`config.mk`:
```
export PLATFORM = sky130hd
export DESIGN_NAME = s_interface_activation_control
export DESIGN_NICKNAME = d
export VERILOG_FILES = /design/src/inc/s_act_pkg.sv /design/src/rtl/s_interface_activation_control.sv
export SDC_FILE = /design/constraint.sdc
export NUM_CORES = 1
export LEC_CHECK = 0
export ABC_CLOCK_PERIOD_IN_PS = 7500
export BUFFER_PORTS_ARGS = -buffer_cell sky130_fd_sc_hd__buf_2
export CAP_MARGIN = 0
export CORE_MARGIN = 4
export CORE_UTILIZATION = 30
export DETAILED_ROUTE_END_ITERATION = 16
export GPL_TIMING_DRIVEN = 1
export PLACE_DENSITY = 0.55
export SLEW_MARGIN = 0
export SYNTH_ARGS = -nofsm -noshare
export SYNTH_HDL_FRONTEND = slang
export SYNTH_HIERARCHICAL = 1
export SYNTH_SLANG_ARGS = --single-unit
```
`constraint.sdc`:
```
create_clock -name i_clk_sys -period 7.5 [get_ports i_clk_sys]
set_clock_uncertainty 0.2 [all_clocks]
set_input_delay 0.75 -clock i_clk_sys [delete_from_list [all_inputs] [get_ports i_clk_sys]]
set_output_delay 0.75 -clock i_clk_sys [all_outputs]
set_load 0.05 [all_outputs]
```
`src/inc/s_act_pkg.sv`:
```
// constants for the s-interface activation and command block
package s_act_pkg;
   // command codes
   localparam logic [7:0] CMD_DEACT_REQ = 8'h01;
   localparam logic [7:0] CMD_ACT_TIMEOUT = 8'h02;
   localparam logic [7:0] CMD_ACT_REQ = 8'h03;
   localparam logic [7:0] CMD_MODE_NT_ADAPT = 8'h04;
   localparam logic [7:0] CMD_MODE_NT_FIXED = 8'h05;
   localparam logic [7:0] CMD_MODE_TE_SLAVE = 8'h06;
   localparam logic [7:0] CMD_MODE_TE_MASTER = 8'h07;
   localparam logic [7:0] CMD_FORMAT_1 = 8'h08;
   localparam logic [7:0] CMD_FORMAT_4 = 8'h0B;
   localparam logic [7:0] CMD_B_STRAIGHT = 8'h0C;
   localparam logic [7:0] CMD_B_SWAP = 8'h0D;
   localparam logic [7:0] CMD_DREQ_ONE = 8'h0E;
   localparam logic [7:0] CMD_DREQ_TWO = 8'h0F;
   localparam logic [7:0] CMD_EOM_IRQ_ON = 8'h10;
   localparam logic [7:0] CMD_EOM_IRQ_OFF = 8'h11;
   localparam logic [7:0] CMD_MF_ON = 8'h12;
   localparam logic [7:0] CMD_MF_OFF = 8'h13;
   localparam logic [7:0] CMD_FIRST_B_ON = 8'h14;
   localparam logic [7:0] CMD_FIRST_B_OFF = 8'h15;
   localparam logic [7:0] CMD_SECOND_B_ON = 8'h16;
   localparam logic [7:0] CMD_SECOND_B_OFF = 8'h17;
   localparam logic [7:0] CMD_LOOP_LINE_B1 = 8'h18;
   localparam logic [7:0] CMD_LOOP_LINE_B2 = 8'h19;
   localparam logic [7:0] CMD_LOOP_SYSTEM = 8'h1A;
   localparam logic [7:0] CMD_LOOP_CLEAR = 8'h1B;
   localparam logic [7:0] CMD_POWER_UP = 8'h20;
   localparam logic [7:0] CMD_POWER_DOWN = 8'h21;
   localparam logic [3:0] CMD_MF_WRITE_HI = 4'h3;
   // status codes
   localparam logic [7:0] ST_NO_CHANGE = 8'h00;
   localparam logic [7:0] ST_LINE_SIGNAL = 8'h02;
   localparam logic [7:0] ST_ACT_PENDING = 8'h03;
   localparam logic [7:0] ST_ACT_DONE = 8'h0C;
   localparam logic [7:0] ST_FRAME_LOSS = 8'h0E;
   localparam logic [7:0] ST_DEACTIVATED = 8'h0F;
   // line info codes driven to the transmitter
   localparam logic [2:0] INFO_0 = 3'd0;
   localparam logic [2:0] INFO_2 = 3'd2;
   localparam logic [2:0] INFO_4 = 3'd4;
   // counts
   localparam int SYNC_FRAMES = 3;
   localparam int LOSS_FRAMES = 3;
   localparam int CLK_HZ = 40000000;
   localparam int AR_WAIT_US = 2000;
   localparam int AR_WAIT_CYCLES = (AR_WAIT_US * (CLK_HZ / 1000000));
   localparam logic [7:0] ALL_ONES_BYTE = 8'hFF;
   // modes and activation states
   typedef enum logic [1:0] {mode_nt_adapt, mode_nt_fixed, mode_te_slave, mode_te_master} mode_e;
   typedef enum logic [2:0] {act_off, act_deact, act_pending, act_info2, act_active,
      act_lost} act_e;
endpackage : s_act_pkg

```
`src/rtl/s_interface_activation_control.sv`:
```
// command interpreter, activation sequencer and channel router for the s-interface
//
// Overview of operation
// RULE_01 - power-up: analog on, deactivated, INFO 0, wake quiet
// RULE_02 - power-down at once, skip deactivation, wake re-armed
// RULE_03 - activation request starts activation; wait 2 ms
// RULE_04 - deactivation request runs orderly deactivation, network end
// RULE_05 - activation timeout forces orderly deactivation
// RULE_06 - fixed sampling disables dpll; network modes slave clocks
// RULE_07 - terminal master makes clocks, enables d access
// RULE_08 - terminal slave passes d bits, ignores requests
// RULE_09 - swap exchanges b1 and b2 both ways
// RULE_10 - disabled b channel: ones to line, rx off
// RULE_11 - d request only in terminal master, class kept
// RULE_12 - system loopback returns 2b+d, transparent when active
// RULE_13 - line loopbacks for b1, b2 independently
// RULE_14 - terminal mode sends multiframe bits as q1-q4
// RULE_15 - network mode sends s1-s4; needs multiframe enabled
// RULE_16 - after request network sends INFO 2, all zero
// RULE_17 - three good frames give sync, INFO 4, done
// RULE_18 - powered down, INFO 1 pulls wake and irq low
// RULE_19 - powered, INFO 1 reports pending, holds INFO 2; code sends INFO 0 until the activation request
// RULE_20 - three frames no violation pair: loss, INFO 2
// RULE_21 - regain gives done; INFO 0 deactivates, reports it
// RULE_22 - controller runs external activation timer itself
// RULE_23 - control command and mode byte codes
// RULE_24 - status byte codes, zero means no change
// RULE_25 - one selection per group, newest wins
// RULE_26 - reset gives adaptive, format 1, defaults, no loops
// RULE_27 - irq stays low until status read
`timescale 1ns/100ps

module s_chan_fifo #(
   parameter int WIDTH = 18,
   parameter int DEPTH = 32
) (
   // clock and control
   input wire logic i_clk_sys,
   input wire logic i_reset_n,
   input wire logic i_ce,
   // write side
   input wire logic i_in_valid,
   output logic o_in_ready,
   input wire logic [WIDTH-1:0] i_in_data,
   // read side
   output logic o_out_valid,
   input wire logic i_out_ready,
   output logic [WIDTH-1:0] o_out_data
);
   localparam int AW = $clog2(DEPTH);
   logic [WIDTH-1:0] mem [DEPTH];
   logic [AW:0] wr_ptr;
   logic [AW:0] rd_ptr;
   logic push;
   logic pop;

   initial
   begin
      if (DEPTH < 2 || (DEPTH & (DEPTH - 1)) != 0 || WIDTH < 1)
         $error("fifo depth must be a power of two of at least 2");
   end

   // full when pointers differ only in the wrap bit
   assign o_in_ready = !((wr_ptr[AW] != rd_ptr[AW]) && (wr_ptr[AW-1:0] == rd_ptr[AW-1:0]));
   assign o_out_valid = (wr_ptr != rd_ptr);
   assign push = i_ce && i_in_valid && o_in_ready;
   assign pop = i_ce && o_out_valid && i_out_ready;
   assign o_out_data = mem[rd_ptr[AW-1:0]];

   // pointers
   always_ff @(posedge i_clk_sys)
   begin
      if (!i_reset_n)
      begin
         wr_ptr <= '0;
         rd_ptr <= '0;
      end
      else
      begin
         if (push)
            wr_ptr <= wr_ptr + 1'b1;
         if (pop)
            rd_ptr <= rd_ptr + 1'b1;
      end
   end

   // storage, no reset needed
   always_ff @(posedge i_clk_sys)
   begin
      if (push)
         mem[wr_ptr[AW-1:0]] <= i_in_data;
   end
endmodule : s_chan_fifo

module s_interface_activation_control
   import s_act_pkg::*;
#(
   parameter int AR_WAIT = AR_WAIT_CYCLES,
   parameter int FIFO_DEPTH = 32
) (
   // clock, reset, enable
   input wire logic i_clk_sys,
   input wire logic i_reset_n,
   input wire logic i_ce,
   // controller command and status
   input wire logic i_cmd_valid,
   input wire logic [7:0] i_cmd,
   input wire logic i_stat_rd,
   output logic [7:0] o_status,
   output logic o_irq_n,
   output logic o_line_wake_n,
   output logic o_ar_allowed,
   // line receiver events, one-cycle pulses
   input wire logic i_rx_info0,
   input wire logic i_rx_info1,
   input wire logic i_rx_frame_ok,
   input wire logic i_rx_frame_bad,
   input wire logic i_frame_tick,
   input wire logic i_fv_pair,
   // line control
   output logic [2:0] o_tx_info,
   output logic o_analog_on,
   output logic o_dpll_en,
   output logic o_clk_master,
   output logic o_d_access_en,
   output logic o_d_class_two,
   output logic [1:0] o_format,
   output logic o_eom_irq_en,
   output logic o_mf_en,
   output logic [3:0] o_mf_tx,
   output logic o_mf_to_terminal,
   // system side channel word in
   input wire logic i_sys_valid,
   output logic o_sys_ready,
   input wire logic [7:0] i_serial_tx_in_b1,
   input wire logic [7:0] i_serial_tx_in_b2,
   input wire logic [1:0] i_serial_tx_in_d,
   // system side channel word out
   output logic [7:0] o_serial_rx_out_b1,
   output logic [7:0] o_serial_rx_out_b2,
   output logic [1:0] o_serial_rx_out_d,
   output logic o_serial_rx_oe_b1,
   output logic o_serial_rx_oe_b2,
   // line side channel words
   input wire logic i_line_valid,
   input wire logic [7:0] i_line_b1,
   input wire logic [7:0] i_line_b2,
   input wire logic [1:0] i_line_d,
   output logic o_line_valid,
   input wire logic i_line_ready,
   output logic [7:0] o_line_b1,
   output logic [7:0] o_line_b2,
   output logic [1:0] o_line_d
);
   import s_act_pkg::*;

   localparam int WW = 18;
   act_e act;
   mode_e mode;
   logic swap, b1_on, b2_on, lb_sys, lb_l1, lb_l2, d_pending;
   logic [1:0] sync_cnt, loss_cnt;
   logic [16:0] warm_cnt;
   logic [7:0] ev_code;
   logic ev;
   logic [7:0] rx_b1, rx_b2;
   logic [1:0] rx_d;
   logic [7:0] tx_b1, tx_b2;
   logic [1:0] tx_d;
   logic take, is_nt, powered;

   initial
   begin
      if (AR_WAIT < 1 || AR_WAIT > 131071)
         $error("activation wait count out of range");
   end

   assign is_nt = (mode == mode_nt_adapt) || (mode == mode_nt_fixed);
   assign powered = (act != act_off);
   assign take = i_ce && i_cmd_valid;

   // configuration groups, newest selection wins within a group
   always_ff @(posedge i_clk_sys)
   begin
      if (!i_reset_n)
      begin
         mode <= mode_nt_adapt; // RULE_26
         o_format <= 2'h0;
         swap <= 1'b0;
         o_eom_irq_en <= 1'b1;
         o_mf_en <= 1'b0;
         b1_on <= 1'b0;
         b2_on <= 1'b1;
         lb_sys <= 1'b0;
         lb_l1 <= 1'b0;
         lb_l2 <= 1'b0;
         o_mf_tx <= 4'h0;
      end
      else if (take)
      begin
         if (i_cmd == CMD_MODE_NT_ADAPT) // RULE_23
            mode <= mode_nt_adapt;
         else if (i_cmd == CMD_MODE_NT_FIXED)
            mode <= mode_nt_fixed;
         else if (i_cmd == CMD_MODE_TE_SLAVE)
            mode <= mode_te_slave;
         else if (i_cmd == CMD_MODE_TE_MASTER)
            mode <= mode_te_master;
         else if (i_cmd >= CMD_FORMAT_1 && i_cmd <= CMD_FORMAT_4)
            o_format <= i_cmd[1:0];
         else if (i_cmd == CMD_B_STRAIGHT || i_cmd == CMD_B_SWAP)
            swap <= i_cmd[0]; // RULE_09
         else if (i_cmd == CMD_EOM_IRQ_ON || i_cmd == CMD_EOM_IRQ_OFF)
            o_eom_irq_en <= !i_cmd[0];
         else if (i_cmd == CMD_MF_ON || i_cmd == CMD_MF_OFF)
            o_mf_en <= !i_cmd[0]; // RULE_15
         else if (i_cmd == CMD_FIRST_B_ON || i_cmd == CMD_FIRST_B_OFF)
            b1_on <= !i_cmd[0];
         else if (i_cmd == CMD_SECOND_B_ON || i_cmd == CMD_SECOND_B_OFF)
            b2_on <= !i_cmd[0];
         else if (i_cmd == CMD_LOOP_LINE_B1)
            lb_l1 <= 1'b1; // RULE_13
         else if (i_cmd == CMD_LOOP_LINE_B2)
            lb_l2 <= 1'b1; // RULE_13
         else if (i_cmd == CMD_LOOP_SYSTEM)
            lb_sys <= 1'b1; // RULE_12
         else if (i_cmd == CMD_LOOP_CLEAR)
         begin
            lb_sys <= 1'b0;
            lb_l1 <= 1'b0;
            lb_l2 <= 1'b0;
         end
         else if (i_cmd[7:4] == CMD_MF_WRITE_HI)
            o_mf_tx <= i_cmd[3:0]; // RULE_14
      end
   end

   // d access request, accepted only as clock master
   always_ff @(posedge i_clk_sys)
   begin
      if (!i_reset_n)
      begin
         d_pending <= 1'b0;
         o_d_class_two <= 1'b0;
      end
      else if (i_ce)
      begin
         if (mode != mode_te_master)
            d_pending <= 1'b0; // RULE_08
         else if (i_cmd_valid && (i_cmd == CMD_DREQ_ONE || i_cmd == CMD_DREQ_TWO))
         begin
            d_pending <= 1'b1; // RULE_11
            o_d_class_two <= i_cmd[0];
         end
      end
   end

   // mode- and power-derived line controls
   assign o_dpll_en = (mode != mode_nt_fixed); // RULE_06
   assign o_clk_master = (mode == mode_te_master); // RULE_07
   assign o_d_access_en = (mode == mode_te_master) && powered; // RULE_07
   assign o_mf_to_terminal = is_nt; // RULE_15
   assign o_analog_on = powered; // RULE_01
   assign o_ar_allowed = powered && (warm_cnt == 17'd0);

   // warm-up count after power-up; requests before it are still honoured
   always_ff @(posedge i_clk_sys)
   begin
      if (!i_reset_n)
         warm_cnt <= '0;
      else if (i_ce)
      begin
         if (i_cmd_valid && i_cmd == CMD_POWER_UP)
            warm_cnt <= 17'(AR_WAIT); // RULE_03
         else if (warm_cnt != 17'd0)
            warm_cnt <= warm_cnt - 1'b1;
      end
   end

   // activation sequencer with its frame counters
   always_ff @(posedge i_clk_sys)
   begin
      if (!i_reset_n)
      begin
         act <= act_off;
         sync_cnt <= 2'd0;
         loss_cnt <= 2'd0;
         ev <= 1'b0;
         ev_code <= ST_NO_CHANGE;
      end
      else if (i_ce)
      begin
         ev <= 1'b0;
         if (i_cmd_valid && i_cmd == CMD_POWER_UP)
            act <= act_deact; // RULE_01
         else if (i_cmd_valid && i_cmd == CMD_POWER_DOWN)
            act <= act_off; // RULE_02
         else if (powered && i_cmd_valid
                  && (i_cmd == CMD_DEACT_REQ || i_cmd == CMD_ACT_TIMEOUT))
         begin
            act <= act_deact; // RULE_04 RULE_05
            ev <= 1'b1;
            ev_code <= ST_DEACTIVATED;
         end
         else if (i_cmd_valid && i_cmd == CMD_ACT_REQ
                  && (act == act_deact || act == act_pending))
         begin
            act <= act_info2; // RULE_03 RULE_16
            sync_cnt <= 2'd0;
         end
         else
         begin
            case (act)
               act_off:
                  if (i_rx_info1 && is_nt)
                  begin
                     ev <= 1'b1; // RULE_18
                     ev_code <= ST_LINE_SIGNAL;
                  end
               act_deact:
                  if (i_rx_info1 && is_nt)
                  begin
                     act <= act_pending; // RULE_19
                     ev <= 1'b1;
                     ev_code <= ST_ACT_PENDING;
                  end
               act_info2, act_lost:
                  if (act == act_lost && i_rx_info0)
                  begin
                     act <= act_deact; // RULE_21
                     ev <= 1'b1;
                     ev_code <= ST_DEACTIVATED;
                  end
                  else if (i_rx_frame_bad)
                     sync_cnt <= 2'd0;
                  else if (i_rx_frame_ok)
                  begin
                     if (sync_cnt == 2'(SYNC_FRAMES - 1))
                     begin
                        act <= act_active; // RULE_17 RULE_21
                        loss_cnt <= 2'd0;
                        sync_cnt <= 2'd0;
                        ev <= 1'b1;
                        ev_code <= ST_ACT_DONE;
                     end
                     else
                        sync_cnt <= sync_cnt + 1'b1;
                  end
               act_active:
                  if (i_fv_pair)
                     loss_cnt <= 2'd0;
                  else if (i_frame_tick)
                  begin
                     if (loss_cnt == 2'(LOSS_FRAMES - 1))
                     begin
                        act <= act_lost; // RULE_20
                        sync_cnt <= 2'd0;
                        ev <= 1'b1;
                        ev_code <= ST_FRAME_LOSS;
                     end
                     else
                        loss_cnt <= loss_cnt + 1'b1;
                  end
               default:
                  act <= act;
            endcase
         end
      end
   end

   // transmitter info follows the sequencer
   always_comb
   begin
      case (act)
         act_info2, act_lost:
            o_tx_info = INFO_2; // RULE_16 RULE_20
         act_active:
            o_tx_info = INFO_4; // RULE_17
         default:
            o_tx_info = INFO_0; // RULE_01 RULE_21
      endcase
   end

   // status code: new event beats a read in the same cycle
   always_ff @(posedge i_clk_sys)
   begin
      if (!i_reset_n)
         o_status <= ST_NO_CHANGE;
      else if (i_ce)
      begin
         if (ev)
            o_status <= ev_code; // RULE_24
         else if (i_stat_rd)
            o_status <= ST_NO_CHANGE; // RULE_27
      end
   end
   assign o_irq_n = (o_status == ST_NO_CHANGE); // RULE_27

   // wake output, quiet once powered, re-armed by power-down
   always_ff @(posedge i_clk_sys)
   begin
      if (!i_reset_n)
         o_line_wake_n <= 1'b1;
      else if (i_ce)
      begin
         if (powered || (i_cmd_valid && i_cmd == CMD_POWER_UP))
            o_line_wake_n <= 1'b1; // RULE_01
         else if (i_rx_info1 && is_nt)
            o_line_wake_n <= 1'b0; // RULE_18
      end
   end

   // latest word from the line receiver, held unswapped; the swap is applied at the system output
   always_ff @(posedge i_clk_sys)
   begin
      if (!i_reset_n)
      begin
         rx_b1 <= ALL_ONES_BYTE;
         rx_b2 <= ALL_ONES_BYTE;
         rx_d <= 2'h3;
      end
      else if (i_ce && i_line_valid)
      begin
         rx_b1 <= i_line_b1;
         rx_b2 <= i_line_b2;
         rx_d <= i_line_d;
      end
   end

   // toward the line: swap, line loops, disabled channels, d access, frame type
   always_comb
   begin
      tx_b1 = swap ? i_serial_tx_in_b2 : i_serial_tx_in_b1; // RULE_09
      tx_b2 = swap ? i_serial_tx_in_b1 : i_serial_tx_in_b2;
      if (lb_l1)
         tx_b1 = rx_b1; // RULE_13
      if (lb_l2)
         tx_b2 = rx_b2; // RULE_13
      if (!b1_on)
         tx_b1 = ALL_ONES_BYTE; // RULE_10
      if (!b2_on)
         tx_b2 = ALL_ONES_BYTE; // RULE_10
      // only a master arbitrates; without a request it idles with ones
      if (mode == mode_te_master && !d_pending)
         tx_d = 2'h3; // RULE_07
      else
         tx_d = i_serial_tx_in_d; // RULE_08
      if (o_tx_info != INFO_4)
      begin
         tx_b1 = 8'h00; // RULE_16
         tx_b2 = 8'h00;
         tx_d = 2'h0;
      end
   end

   // buffer between system and line; a full buffer stalls the system side
   s_chan_fifo #(.WIDTH(WW), .DEPTH(FIFO_DEPTH)) u_fifo (
      .i_clk_sys(i_clk_sys),
      .i_reset_n(i_reset_n),
      .i_ce(i_ce),
      .i_in_valid(i_sys_valid),
      .o_in_ready(o_sys_ready),
      .i_in_data({tx_b1, tx_b2, tx_d}),
      .o_out_valid(o_line_valid),
      .i_out_ready(i_line_ready),
      .o_out_data({o_line_b1, o_line_b2, o_line_d})
   );

   // toward the system: system loop or swapped line data, per accepted word
   always_ff @(posedge i_clk_sys)
   begin
      if (!i_reset_n)
      begin
         o_serial_rx_out_b1 <= ALL_ONES_BYTE;
         o_serial_rx_out_b2 <= ALL_ONES_BYTE;
         o_serial_rx_out_d <= 2'h3;
      end
      else if (i_ce && i_sys_valid && o_sys_ready)
      begin
         if (lb_sys)
         begin
            o_serial_rx_out_b1 <= i_serial_tx_in_b1; // RULE_12
            o_serial_rx_out_b2 <= i_serial_tx_in_b2;
            o_serial_rx_out_d <= i_serial_tx_in_d;
         end
         else
         begin
            o_serial_rx_out_b1 <= swap ? rx_b2 : rx_b1; // RULE_09
            o_serial_rx_out_b2 <= swap ? rx_b1 : rx_b2;
            o_serial_rx_out_d <= rx_d;
         end
      end
   end
   assign o_serial_rx_oe_b1 = b1_on; // RULE_10
   assign o_serial_rx_oe_b2 = b2_on; // RULE_10

   // checks
   a_pdn_forces_off: assert property (@(posedge i_clk_sys) disable iff (!i_reset_n) // RULE_02
      i_ce && i_cmd_valid && i_cmd == CMD_POWER_DOWN |=> act == act_off && o_tx_info == INFO_0)
      else $error("power-down did not force the off state");
   a_pup_info0: assert property (@(posedge i_clk_sys) disable iff (!i_reset_n) // RULE_01
      i_ce && i_cmd_valid && i_cmd == CMD_POWER_UP |=> o_tx_info == INFO_0 && o_line_wake_n)
      else $error("power-up did not leave INFO 0 with wake quiet");
   a_ar_starts_info2: assert property (@(posedge i_clk_sys) disable iff (!i_reset_n) // RULE_16
      i_ce && i_cmd_valid && i_cmd == CMD_ACT_REQ && act == act_pending
      |=> o_tx_info == INFO_2)
      else $error("activation request did not start INFO 2");
   a_sync_done: assert property (@(posedge i_clk_sys) disable iff (!i_reset_n) // RULE_17
      $rose(act == act_active) |=> o_status == ST_ACT_DONE || i_stat_rd || !o_irq_n)
      else $error("sync gained without activation report");
   a_info1_wake: assert property (@(posedge i_clk_sys) disable iff (!i_reset_n) // RULE_18
      i_ce && act == act_off && is_nt && i_rx_info1 && !i_cmd_valid
      |=> !o_line_wake_n ##1 !o_irq_n)
      else $error("wake-up not signalled while powered down");
   a_pending_holds: assert property (@(posedge i_clk_sys) disable iff (!i_reset_n) // RULE_19
      act == act_pending && !(i_cmd_valid && i_ce) |=> o_tx_info == INFO_0)
      else $error("INFO 2 sent before activation request");
   a_loss_after3: assert property (@(posedge i_clk_sys) disable iff (!i_reset_n) // RULE_20
      i_ce && act == act_active && loss_cnt == 2'd2 && i_frame_tick && !i_fv_pair
      && !i_cmd_valid |=> o_tx_info == INFO_2 ##1 o_status == ST_FRAME_LOSS || i_stat_rd)
      else $error("frame loss not handled after three frames");
   a_irq_until_read: assert property (@(posedge i_clk_sys) disable iff (!i_reset_n) // RULE_27
      !o_irq_n && !(i_ce && i_stat_rd) |=> !o_irq_n)
      else $error("interrupt released without a status read");
   a_slave_no_dreq: assert property (@(posedge i_clk_sys) disable iff (!i_reset_n) // RULE_08
      mode == mode_te_slave |=> !d_pending)
      else $error("d request honoured outside clock master mode");
   a_b_off_ones: assert property (@(posedge i_clk_sys) disable iff (!i_reset_n) // RULE_10
      !b1_on && o_tx_info == INFO_4 |-> tx_b1 == ALL_ONES_BYTE && !o_serial_rx_oe_b1)
      else $error("disabled b1 not idled");
   c_full_activation: cover property (@(posedge i_clk_sys) disable iff (!i_reset_n)
      act == act_info2 ##[1:200] act == act_active);
   c_loss_regain: cover property (@(posedge i_clk_sys) disable iff (!i_reset_n)
      act == act_lost ##[1:200] act == act_active);
   c_fifo_full: cover property (@(posedge i_clk_sys) disable iff (!i_reset_n)
      i_sys_valid && !o_sys_ready);
endmodule : s_interface_activation_control

```
**Word level (Yosys, flattened, before mapping)**

Memory sizes are Yosys's and may differ from the RTL's. A register that Yosys moved wholly into a read port is not among the register bits.
Index checks and enable logic that the tools add are counted.

- Add/sub/neg operators: 5
- Magnitude comparators: 2
- Equality and inequality tests: 71
- Mux-type cells: 93
- Bitwise gates (word level): 19
- Reduce and logical (&&, ||, !) cells: 73

Operators with widths:

| kind | number |
|---|---|
| 8-bit two-way mux | 25 |
| 8-bit by 5-bit == test with 1-bit output, second input constant | 12 |
| 2-bit two-way mux | 22 |
| 14-bit AND reduction | 3 |
| 3-bit two-way mux | 12 |
| 17-bit two-way mux | 2 |
| 3-bit inequality test, second input constant | 11 |
| 8-bit by 3-bit == test with 1-bit output, second input constant | 4 |
| 8-bit by 4-bit == test with 1-bit output, second input constant | 4 |
| 8-bit one-hot mux with 4 select lines | 1 |
| 1-bit two-way mux | 24 |
| 7-bit inequality test, second input constant | 3 |
| 1-bit logical AND | 20 |
| 10-bit AND reduction | 2 |
| 1-bit inverter | 19 |
| 2-bit inequality test, second input constant | 9 |
| 6-bit inequality test, second input constant | 3 |
| 9-bit AND reduction | 2 |
| 17-bit zero test | 1 |
| 17-bit nonzero test | 1 |
| 17-bit by 1-bit subtractor with 17-bit output, second input constant | 1 |
| 8-bit by 2-bit == test with 1-bit output, second input constant | 2 |
| 8-bit by 6-bit == test with 1-bit output, second input constant | 2 |
| 4-bit inequality test, second input constant | 4 |
| 42 further kinds | 74 |

- Register bits after elaboration: 108
- Memory bits (writable): 576
- Bits of input ports: 58
- Output and inout port bits: 68
- Logic and storage cells: 293
- Memories kept: 1

Memories:

| name | depth | bits a word | rd ports | clocked after memory_dff | write ports | RTL line | RTL |
|---|---|---|---|---|---|---|---|
| u_fifo.mem | 32 | 18 | 1 | 1 | 1 | s_interface_activation_control.sv:51 | `logic [WIDTH-1:0] mem [DEPTH];` |

**Depth between registers and ports, before layout**

Gate-level depths: netlist of run 1.

- Depth after elaboration: 10
- Depth in mapped cells: 8
- Gate-level depth less buffers: 7

**Cells and area by module**

Netlist of run 1, hierarchy kept.

By module, submodules not included:

| module | times used | cells each | area an instance (um2) | seq. area each (um2) |
|---|---|---|---|---|
| s_chan_fifo | 1 | 1351 | 23297.3 | 17636.9 |
| s_interface_activation_control | 1 | 589 | 4837.1 | 1721.7 |

**Worst setup path before layout of run 1**

Ideal clock, no wire load.

- Path type: reg-to-output
- From: register warm_cnt[8]
- To: output o_ar_allowed
- Data arrival time: 3121 ps
- Required time: 6550 ps
- Setup slack: 3429 ps
- Stages on the path, launching flop included: 5
- Buffers on the path: 0
- Path through: dfxtp_1 -> or4_1 -> or3_1 -> or3_1 -> nor4_1

- Word-level cells in the longest chain between the ends: 2

RTL lines:

| item | RTL line | RTL |
|---|---|---|
| start, declared | s_interface_activation_control.sv:162 | `logic [16:0] warm_cnt;` |
| start signal, assigned | s_interface_activation_control.sv:273 | `warm_cnt <= 17'(AR_WAIT);` |
| start signal, assigned | s_interface_activation_control.sv:275 | `warm_cnt <= warm_cnt - 1'b1;` |
| 17-bit zero test | s_interface_activation_control.sv:263 | `assign o_ar_allowed = powered && (warm_cnt == 17'd0);` |
| 1-bit logical AND | s_interface_activation_control.sv:263 |  |
| end, declared | s_interface_activation_control.sv:112 | `output logic o_ar_allowed,` |

No other way between the ends.

==> metrics, run 1 <==
outcome=completed; CTS tree=built; # nets final=2145; io pins=126; Final Non-Filler Cells=3402; Max Freq=212 MHz; Power Total=8.39 mW; cell-by-cell trace of the critical path=buf_4 -> mux2i_1 -> a22o_1 -> nor3_1 -> a31oi_1 -> nand3_1 -> buf_2; Routed Antenna Nets=0; first-pass GRT wire length=110000 um; hold bufs inserted after CTS=0; setup TNS=0 ps; placed cell count=3258; total number of vias=16.9k; Synth top cells by count=edfxtp_1, mux2i_1, nand2_1; cell with the most instances after synthesis=edfxtp_1; Worst Path Max Fanout=60; Worst Max-Slew Pin Slew=1250 ps; Clock Latency Late Sink=620 ps; num rows=112; vias per inst=4.98; Async S/R FF share, synth=0; routability cong.=0.819; Post-CTS Setup Repair Bufs=0; Synth Register Bits=679; overflow left after global routing=0; synthesis-to-finish area growth=16.5%; Post-synth top flop=edfxtp_1; Max-slew headroom=0.166; detailed placement HPWL=45200 um; DR WL/cell=21.9 um; residual DRC count=0; Ys Warns=6; TritonRoute pass-1 iters=5; P_leak=11.7 nW; Synth Area per Inst=14.5 um^2; Crit Path Class=flip-flop to primary output; Fillers=8894; Tcrit/Tclk final=0.629; Die ar.=98700 um^2; Total GRT Usage=0.148; Synth cell types=75; vias in the first global route=17.0k; Routed WL=74500 um; post-route setup slack=2780 ps; CP Data Arrival Time=3770 ps; initial antenna violation count=7; synth top area cells=edfxtp_1, mux2i_1, dfxtp_1; largest net degree at the start of global routing=92; Worst Hold Class=input port to flip-flop; Synth top area share=0.615; critical path capture point type=primary output; unrepaired setup endpoints after global routing=no; max-cap viol count=0; CP required=6550 ps; die height=314 um; number of flops mapped to enable cells by yosys=576; H-tree level count=3; Post-Syn Area=28100 um^2; Slew Viols, Final=0; count of final setup violators=0; # resized after CTS=0; sequential share of the synthesized area=0.688; Sink Count=679; area leader, netlist=edfxtp_1; clock-pin slew on the worst setup and hold paths=60 ps; Post-Route Utilization=0.352; critical path launch point type=flip-flop; crit path max-delay cell type=buf_4; core box area=93200 um^2; Period minus WS final=4720 ps; port bufs=120; initial core utilization=0.302; Worst path max stage delay=910 ps; share of post-route cells with drive strength above 1=0.173; Die Wd=314 um; Clock Tree Buf Depth=3; violation count after the first detailed-route iteration=1223; power per cell area=256 nW/um^2; VDD IR max=165 uV; clock root buffer=clkbuf_16; Inserted Clock Buffers=74; Cells after Synth=1940; Final Hold Fails=0; worst slack at placement=3380 ps
==> kinds of logic after synthesis <==
group / after synthesis / share of synthesized area
AO/OA/AOI/OAI: 304 / 0.0751
XOR/XNOR: 16 / 0.00498
AND/OR/NAND/NOR: 434 / 0.0766
other: 1 / 0.000133
adder cells (fa/ha/maj): 7 / 0.00311
buffers and inverters: 142 / 0.0243
flip-flops: 679 / 0.688
multiplexers: 357 / 0.128
==> power breakdown <==
| part | leakage (nW) | total, mW | switching, mW | internal (mW) |
|---|---|---|---|---|
| clock | 1.19 | 3.61 | 1.51 | 2.11 |
| sequential | 7.31 | 4.15 | 0.0570 | 4.09 |
| combinational | 3.18 | 0.629 | 0.415 | 0.214 |
| total | 11.7 | 8.39 | 1.98 | 6.41 |
==> flip-flops by register name (all words and copies together) (netlist names), 2 cells and up, named ones only <==
name and count:
act 3, ev_code 3, loss_cnt 2, mode 2
o_format 2, o_mf_tx 4, o_serial_rx_out_b1 8, o_serial_rx_out_b2 8
o_serial_rx_out_d 2, o_status 3, rx_b1 8, rx_b2 8
rx_d 2, sync_cnt 2, u_fifo/mem 576, u_fifo/rd_ptr 6
u_fifo/wr_ptr 6, warm_cnt 17
==> worst max-delay path: cells and delay by family (launching register included) <==
kind	cells	cell delay [ps]
compound gates	2	530
simple gates	2	220
buf+inv	2	1160
flops	1	840
mux	1	290
==> routing by layer <==
layer  GRT usage  share of wire  up-vias
met4      0.0561          0.032        0
met2       0.251           0.49      473
met1       0.190           0.43     8555
li1            -              -     7791
met5           0              0        -
met3      0.0261          0.051      114
==> worst paths after layout <==
path,startpoint,to,slack [ps],cells past startpoint
setup / recovery,flip-flop,o_line_b1[5],2780,7
hold / removal,i_line_b1[5],rx_b1[5],140,3
setup reg to reg,u_fifo/wr_ptr[2],u_fifo/mem[2][12],3790,6
hold reg to reg,d_pending,d_pending,270,1
==> per-stage QoR <==
stage | hold WS [ps] | area (um^2)
3_3_place_gp | 251 | 30300
5_1_grt | 138 | 32800
6_report | 144 | 32800
4_1_cts | 95.9 | 32800
3_5_place_dp | 258 | 30300
2_1_floorplan | 240 | 28100
==> cells in the final DEF, fill, tap and decap left out, types with 5 or more instances in the layout <==
cell,instances
edfxtp_1,576
mux2i_1,341
nand2_1,130
buf_2,120
dfxtp_1,102
nor2_1,80
clkbuf_16,75
a21oi_1,73
a22oi_1,72
nand3_1,65
buf_4,63
a22o_1,37
nand4_1,27
nor3_1,24
o211ai_1,19
a21oi_2,18
a31oi_1,18
inv_1,17
nor2_2,17
o21ai_0,17
clkbuf_1,17
mux2_2,16
nand2b_1,13
clkinv_1,13
clkinv_2,13
or3_1,12
or4_1,11
xnor2_1,9
diode_2,7
nor2b_1,7
o21a_1,7
nor4_1,7
xor2_1,7
ha_1,7
bufinv_16,6
o31ai_1,5
conb_1,5
==> final cells by class <==
type	instances	area [um^2]	area share
tap	1254	1570	0.0479
clock buffer	95	1980	0.0605
inverter	18	67.6	0.00206
antenna	7	17.5	0.000534
clock inverter	42	453	0.0138
sequential	679	19400	0.591
timing repair buffer	184	1090	0.0334
multi-input combinational	1123	8230	0.251
No activity file was read; power rests on OpenSTA's default activity.
==> inputs of run 2 (changes only) <==
--- a/config.mk
+++ b/config.mk
@@ -5,14 +5,14 @@
 export SDC_FILE = /design/constraint.sdc
 export NUM_CORES = 1
 export LEC_CHECK = 0
-export ABC_CLOCK_PERIOD_IN_PS = 7500
+export ABC_CLOCK_PERIOD_IN_PS = 4100
 export BUFFER_PORTS_ARGS = -buffer_cell sky130_fd_sc_hd__buf_2
 export CAP_MARGIN = 0
 export CORE_MARGIN = 4
 export CORE_UTILIZATION = 30
 export DETAILED_ROUTE_END_ITERATION = 16
 export GPL_TIMING_DRIVEN = 1
-export PLACE_DENSITY = 0.55
+export PLACE_DENSITY = 0.56
 export SLEW_MARGIN = 0
 export SYNTH_ARGS = -nofsm -noshare
 export SYNTH_HDL_FRONTEND = slang
==> constraint.sdc (replaced) <==
create_clock -name i_clk_sys -period 4.1 [get_ports i_clk_sys]
set_clock_uncertainty 0.2 [all_clocks]
set_input_delay 0.41 -clock i_clk_sys [delete_from_list [all_inputs] [get_ports i_clk_sys]]
set_output_delay 0.41 -clock i_clk_sys [all_outputs]
set_load 0.05 [all_outputs]
==> run 2 against run 1 <==
Via count rose by 3.7%. Sequential power rose by 83%. Utilization rose by 0.70 points. Largest power group unchanged.
==> metrics, run 2 (same netlist as run 1, synthesis figures left out) <==
Routed Antenna Nets=0 (unchanged); Total GRT Usage=0.155 (+0.00672); initial core utilization=0.302 (unchanged); Clock Latency Late Sink=620 ps (about the same); TritonRoute pass-1 iters=5 (unchanged); H-tree level count=3 (unchanged); CP Data Arrival Time=3170 ps (-600 ps); Clock Tree Buf Depth=3 (unchanged); total number of vias=17.6k (+3.7%); io pins=126 (unchanged); Max Freq=264 MHz; die height=314 um (unchanged); CP required=3490 ps (-3060 ps); first-pass GRT wire length=115000 um (+4.3%); Worst Path Max Fanout=37 (-38%); share of post-route cells with drive strength above 1=0.179 (+0.00639); placed cell count=3271 (+0.40%); VDD IR max=280 uV (+70%); Die Wd=314 um (unchanged); power per cell area=459 nW/um^2 (+79%); Largest register FFs=576 (unchanged); critical path capture point type=primary output; clock root buffer=clkbuf_16; Die ar.=98700 um^2 (unchanged); Post-CTS Setup Repair Bufs=0 (unchanged); Slew Viols, Final=0 (unchanged); Crit Path Class=flip-flop to primary output; Final Non-Filler Cells=3449 (+1.4%); post-route setup slack=317 ps (-2460 ps); initial antenna violation count=3 (-4); Routed WL=78200 um (+4.9%); Worst Max-Slew Pin Slew=1040 ps (-209 ps); Period minus WS final=3780 ps; crit path max-delay cell type=and2_2; commonest non-fill, non-tap cell in the layout=edfxtp_1; routability cong.=0.826 (+0.87%); vias per inst=5.09 (+2.3%); worst slack at placement=913 ps (-2460 ps); Final Hold Fails=0 (unchanged); P_leak=11.9 nW (+2.1%); Worst Hold Class=input port to flip-flop; critical path launch point type=flip-flop; Tcrit/Tclk final=0.923; Power Total=15.3 mW (+83%); Sink Count=679 (unchanged); count of final setup violators=0 (unchanged); violation count after the first detailed-route iteration=1484 (+21%); max-cap viol count=0 (unchanged); DR WL/cell=22.7 um (+3.5%); synthesis-to-finish area growth=18.8%; Max-slew headroom=0.306 (+0.140); port bufs=120 (unchanged); clock-pin slew on the worst setup and hold paths=60 ps (about the same); # nets final=2200 (+2.6%); vias in the first global route=17.5k (+2.9%); core box area=93200 um^2 (unchanged); cell-by-cell trace of the critical path=and2_2 -> buf_12 -> a22o_1 -> nor3_1 -> a31oi_1 -> nand3_1 -> buf_2; largest net degree at the start of global routing=63 (-32%); num rows=112 (unchanged); CTS tree=built; outcome=completed; overflow left after global routing=0 (unchanged); detailed placement HPWL=48000 um (+6.3%); setup TNS=0 ps (unchanged); unrepaired setup endpoints after global routing=no; leading cell types in the layout, fill and taps excluded=edfxtp_1, mux2i_1, nand2_1; Inserted Clock Buffers=73 (-1.4%); residual DRC count=0 (unchanged); Worst path max stage delay=890 ps (-20 ps)
[run 2: cell types whose count changed in the layout (fill, tap and decap cells not counted), sizes merged]
cell,change
bufinv,+1
clkinvlp,-1
clkinv,-3
diode,-5
inv,-1
dlygate4sd3,+43
buf,+13
[run 2: area by class of cell]
type	count	area [um^2]
inverters	18	67.6
flip-flops and latches	679	19400
fillers	8852	59800
diodes	2	5.00
repair buffers	240	1750
clock buffers	95	1940
multi-input cells	1123	8280
clock inverters	38	452
well taps	1254	1570
[run 2: metrics by stage]
stage	utilization	cell area (um^2)	hold slack [ps]
final	0.359	33400	51.0
after detailed placement	0.328	30600	254
after global placement	0.328	30600	254
after CTS	0.359	33400	9.89
after floorplan	-	28100	240
after global routing	0.359	33400	66.8
[run 2: routing by layer]
metal | GRT usage | up-vias | routed length [um]
met5 | 0 | - | 0
met1 | 0.214 | 9015 | 34700
met4 | 0.0431 | 0 | 1610
li1 | - | 7904 | -
met3 | 0.0226 | 91 | 4270
met2 | 0.256 | 557 | 37500
[run 2: worst paths after layout]
check	slack [ps]	cells after the start	endpoint	from
worst min-delay path	50	4	sync_cnt[0]	i_rx_frame_bad
worst max-delay path	320	7	o_line_b2[6]	flip-flop
worst max register to register	960	6	u_fifo/mem[21][14]	u_fifo/wr_ptr[4]
worst min register to register	270	1	d_pending	d_pending
[run 2: worst max-delay path, delay by kind of cell, from the launching register on]
| family | cells | cell delay, ps |
|---|---|---|
| AOI/OAI and AO/OA | 2 | 470 |
| DFF | 1 | 460 |
| and+or+nand+nor | 3 | 1060 |
| buffers and inverters | 2 | 560 |
[run 2: power by group]
part           switching, mW  leakage [nW]  internal, mW  total (mW)
Combinational          0.753          3.45         0.422        1.18
Clock                   2.73          1.17          3.83        6.56
Sequential             0.107          7.31          7.48        7.59
[run 2: timing repair]
action | CTS | global route
resized for setup | 0 | 0
hold endpoints to repair | 46 | 0
hold buffers | 43 | 0
==> inputs of run 3 (changes only) <==
--- a/config.mk
+++ b/config.mk
@@ -16,5 +16,4 @@
 export SLEW_MARGIN = 0
 export SYNTH_ARGS = -nofsm -noshare
 export SYNTH_HDL_FRONTEND = slang
-export SYNTH_HIERARCHICAL = 1
 export SYNTH_SLANG_ARGS = --single-unit
==> run 3 against run 2 <==
Power fell by 2.9%. Register-to-register slack improved by 100 ps. Non-clock buffer count rose by 1. Sequential share of layout area rose by 1.2 points. Clock-buffer cell count fell by 3. Sequential power barely moved. Utilization fell by 0.10 points. Largest cell class unchanged.
==> metrics, run 3 <==
P_leak=10.1 nW (-15%); clock-pin slew on the worst setup and hold paths=60 ps (about the same); Synth top cells by count=edfxtp_1, mux4_2, mux2i_1; CP Data Arrival Time=3270 ps (+100 ps); Crit Path Class=flip-flop to primary output; Sink Count=679 (unchanged); vias in the first global route=16.4k (-5.9%); Seq pwr share=0.511 (+0.016); Clock Latency Late Sink=610 ps (about the same); total number of vias=15.7k (-11%); Slew Viols, Final=0 (unchanged); share of post-route cells with drive strength above 1=0.277 (+0.0978); unrepaired setup endpoints after global routing=no; area leader, netlist=edfxtp_1; Hold Path End=u_fifo.wr_ptr[3]; largest net degree at the start of global routing=58 (-7.9%); Routed WL=70800 um (-9.4%); max-cap viol count=0 (unchanged); CP required=3490 ps (about the same); violation count after the first detailed-route iteration=1431 (-3.6%); first-pass GRT wire length=106000 um (-7.4%); Clock Tree Buf Depth=3 (unchanged); RR Endpoint=u_fifo.mem[15][11]; Synth top area share=0.623 (+0.00848); Die ar.=97400 um^2 (-1.3%); Max Freq=258 MHz (-2.4%); Largest register FFs=576 (unchanged); Die Wd=312 um (-0.67%); routability cong.=0.801 (-3.0%); Top Usage Layer GRT=met2; Fillers=8581 (-3.1%); Routed Antenna Nets=0 (unchanged); R2R depth=5 (-1); Total GRT Usage=0.145 (-0.0106); port bufs=120 (unchanged); Max-slew headroom=0.349 (+0.0430); Tcrit/Tclk final=0.946 (+0.0231); power per cell area=454 nW/um^2 (-1.0%); initial core utilization=0.303 (+0.000851); initial antenna violation count=4 (+1); TritonRoute pass-1 iters=5 (unchanged); reg2reg setup slack=1060 ps (+100 ps); Final Hold Slack=48.3 ps (-2.67 ps); H-tree level count=3 (unchanged); Inserted Clock Buffers=72 (-1.4%); Post-Syn Area=27800 um^2 (-1.4%); number of flops mapped to enable cells by yosys=576 (unchanged); commonest non-fill, non-tap cell in the layout=edfxtp_1; met2 usage=0.236 (-0.0197); Synth cell types=78 (+4.0%); Ys Warns=0 (-6); die height=312 um (-0.67%); grt met3 use=0.0273 (+0.00461); Final Hold Fails=0 (unchanged); r2r startpoint=u_fifo.wr_ptr[4]; hold bufs inserted after CTS=44 (+2.3%); met1 GRT Util=0.201 (-0.0133); synth top area cells=edfxtp_1, mux4_2, dfxtp_1; critical path capture point type=primary output; overflow left after global routing=0 (unchanged); residual DRC count=0 (unchanged); switching part of the total=0.238 (+0.00352); net switching power=3.54 mW (-1.4%); cell with the most instances after synthesis=edfxtp_1; Async S/R FF share, synth=0 (unchanged); Post-CTS Setup Repair Bufs=0 (unchanged); detailed placement HPWL=43800 um (-8.7%); setup TNS=0 ps (unchanged); sequential share of the synthesized area=0.698 (+0.00949); Synth Area per Inst=17.0 um^2 (+17%); Worst Path Max Fanout=57 (+54%); Synth Register Bits=679 (unchanged); Hold Crit Start=i_sys_valid; CTS tree=built; outcome=completed; core box area=91700 um^2 (-1.6%); num rows=111 (-0.89%); Comb pwr share=0.085 (+0.008); leading cell types in the layout, fill and taps excluded=edfxtp_1, mux4_2, buf_2; io pins=126 (unchanged); Worst Max-Slew Pin Slew=971 ps (-69.8 ps); Cells after Synth=1631 (-16%); VDD IR max=261 uV (-7.0%); count of final setup violators=0 (unchanged); critical path launch point type=flip-flop; P_int=11.3 mW (-3.3%); # resized after CTS=0 (unchanged); Worst Hold Class=input port to flip-flop; clock root buffer=clkbuf_16; Period minus WS final=3880 ps (+94.6 ps); clock share of power=0.403 (-0.025); hold path cells=5 (+1); # nets final=1910 (-13%); vias per inst=5.09 (about the same); synthesis-to-finish area growth=18.2%; DR WL/cell=23.0 um (+1.3%); Post-synth top flop=edfxtp_1
==> run 3: cell count changes in the layout (fill, tap and decap cells not counted), sizes merged, moves of 13 or more <==
cell	delta
nand3	-30
o21ai	+13
mux2i	-222
a21oi	-48
nand2	-43
a211oi	+18
mux4	+144
a22oi	-72
nor2	+20
o211ai	-19
a221oi	+19
a22o	-18
nand4	-25
==> run 3: worst max path at each step <==
stage / end / startpoint / depth (start not counted) / slack (ps)
floorplan: o_line_b1[0] / flip-flop / 5 / 680
global placement: o_line_b2[2] / flip-flop / 6 / 820
detailed placement: o_line_b2[2] / flip-flop / 6 / 830
CTS: o_line_b2[2] / flip-flop / 6 / 150
global route: o_line_b2[2] / flip-flop / 6 / 50
finish: o_line_b2[2] / flip-flop / 6 / 220
==> run 3: cells by family (layout without fill, tap and decap cells) <==
kind of cell    count (synthesis)  in the layout  synth area share
compound gates                187            187            0.0477
simple gates                  330            330            0.0586
buf+inv                       125            389            0.0192
xor+xnor                       22             22           0.00694
other cells                     1              6          0.000135
mux                           279            279             0.166
flops                         679            679             0.698
fa+ha+maj                       8              8           0.00361
==> run 3: critical path, cell delays in order, from the launching register on <==
cell	delay, ps
dfxtp_4	570
buf_12	420
mux4_2	330
mux2i_1	60
a22o_1	270
a221oi_1	570
buf_2	390
==> run 3: final cells by class <==
type | instances | area (um^2) | share of cell area
multi-input cells | 831 | 8040 | 0.245
clock inverters | 37 | 256 | 0.00782
well taps | 1186 | 1480 | 0.0453
flip-flops and latches | 679 | 19400 | 0.591
repair buffers | 241 | 1680 | 0.0513
inverters | 19 | 71.3 | 0.00217
clock buffers | 92 | 1890 | 0.0575
diodes | 1 | 2.50 | 0.0000763
==> run 3: per-stage QoR <==
stage          instance area [um^2]   util  setup slack (ps)  std cells  power, mW
6_report                      32800  0.358               223       3086       14.9
5_1_grt                       32800  0.358              52.8       3086       15.5
4_1_cts                       32800  0.358               154       3085       15.0
3_5_place_dp                  30200  0.330               833       2912       8.98
3_3_place_gp                  30200  0.330               816       2912       8.95
2_1_floorplan                 27800      -               678       1635       8.65
==> run 3: power by group through the flow <==
| stage | Sequential [mW] | Combinational [mW] | Clock (mW) |
|---|---|---|---|
| global placement | 7.75 | 1.20 | 0 |
| CTS | 7.61 | 1.27 | 6.17 |
| global route | 7.62 | 1.41 | 6.48 |
| finish | 7.61 | 1.27 | 6.01 |
| detailed placement | 7.75 | 1.23 | 0 |
| floorplan | 7.74 | 0.913 | 0 |
==> run 3: per-layer routing <==
metal | up-vias | part of all wire
met3 | 95 | 0.058
li1 | 6933 | -
met5 | - | 0.000099
met2 | 477 | 0.48
met1 | 8200 | 0.44
met4 | 2 | 0.021
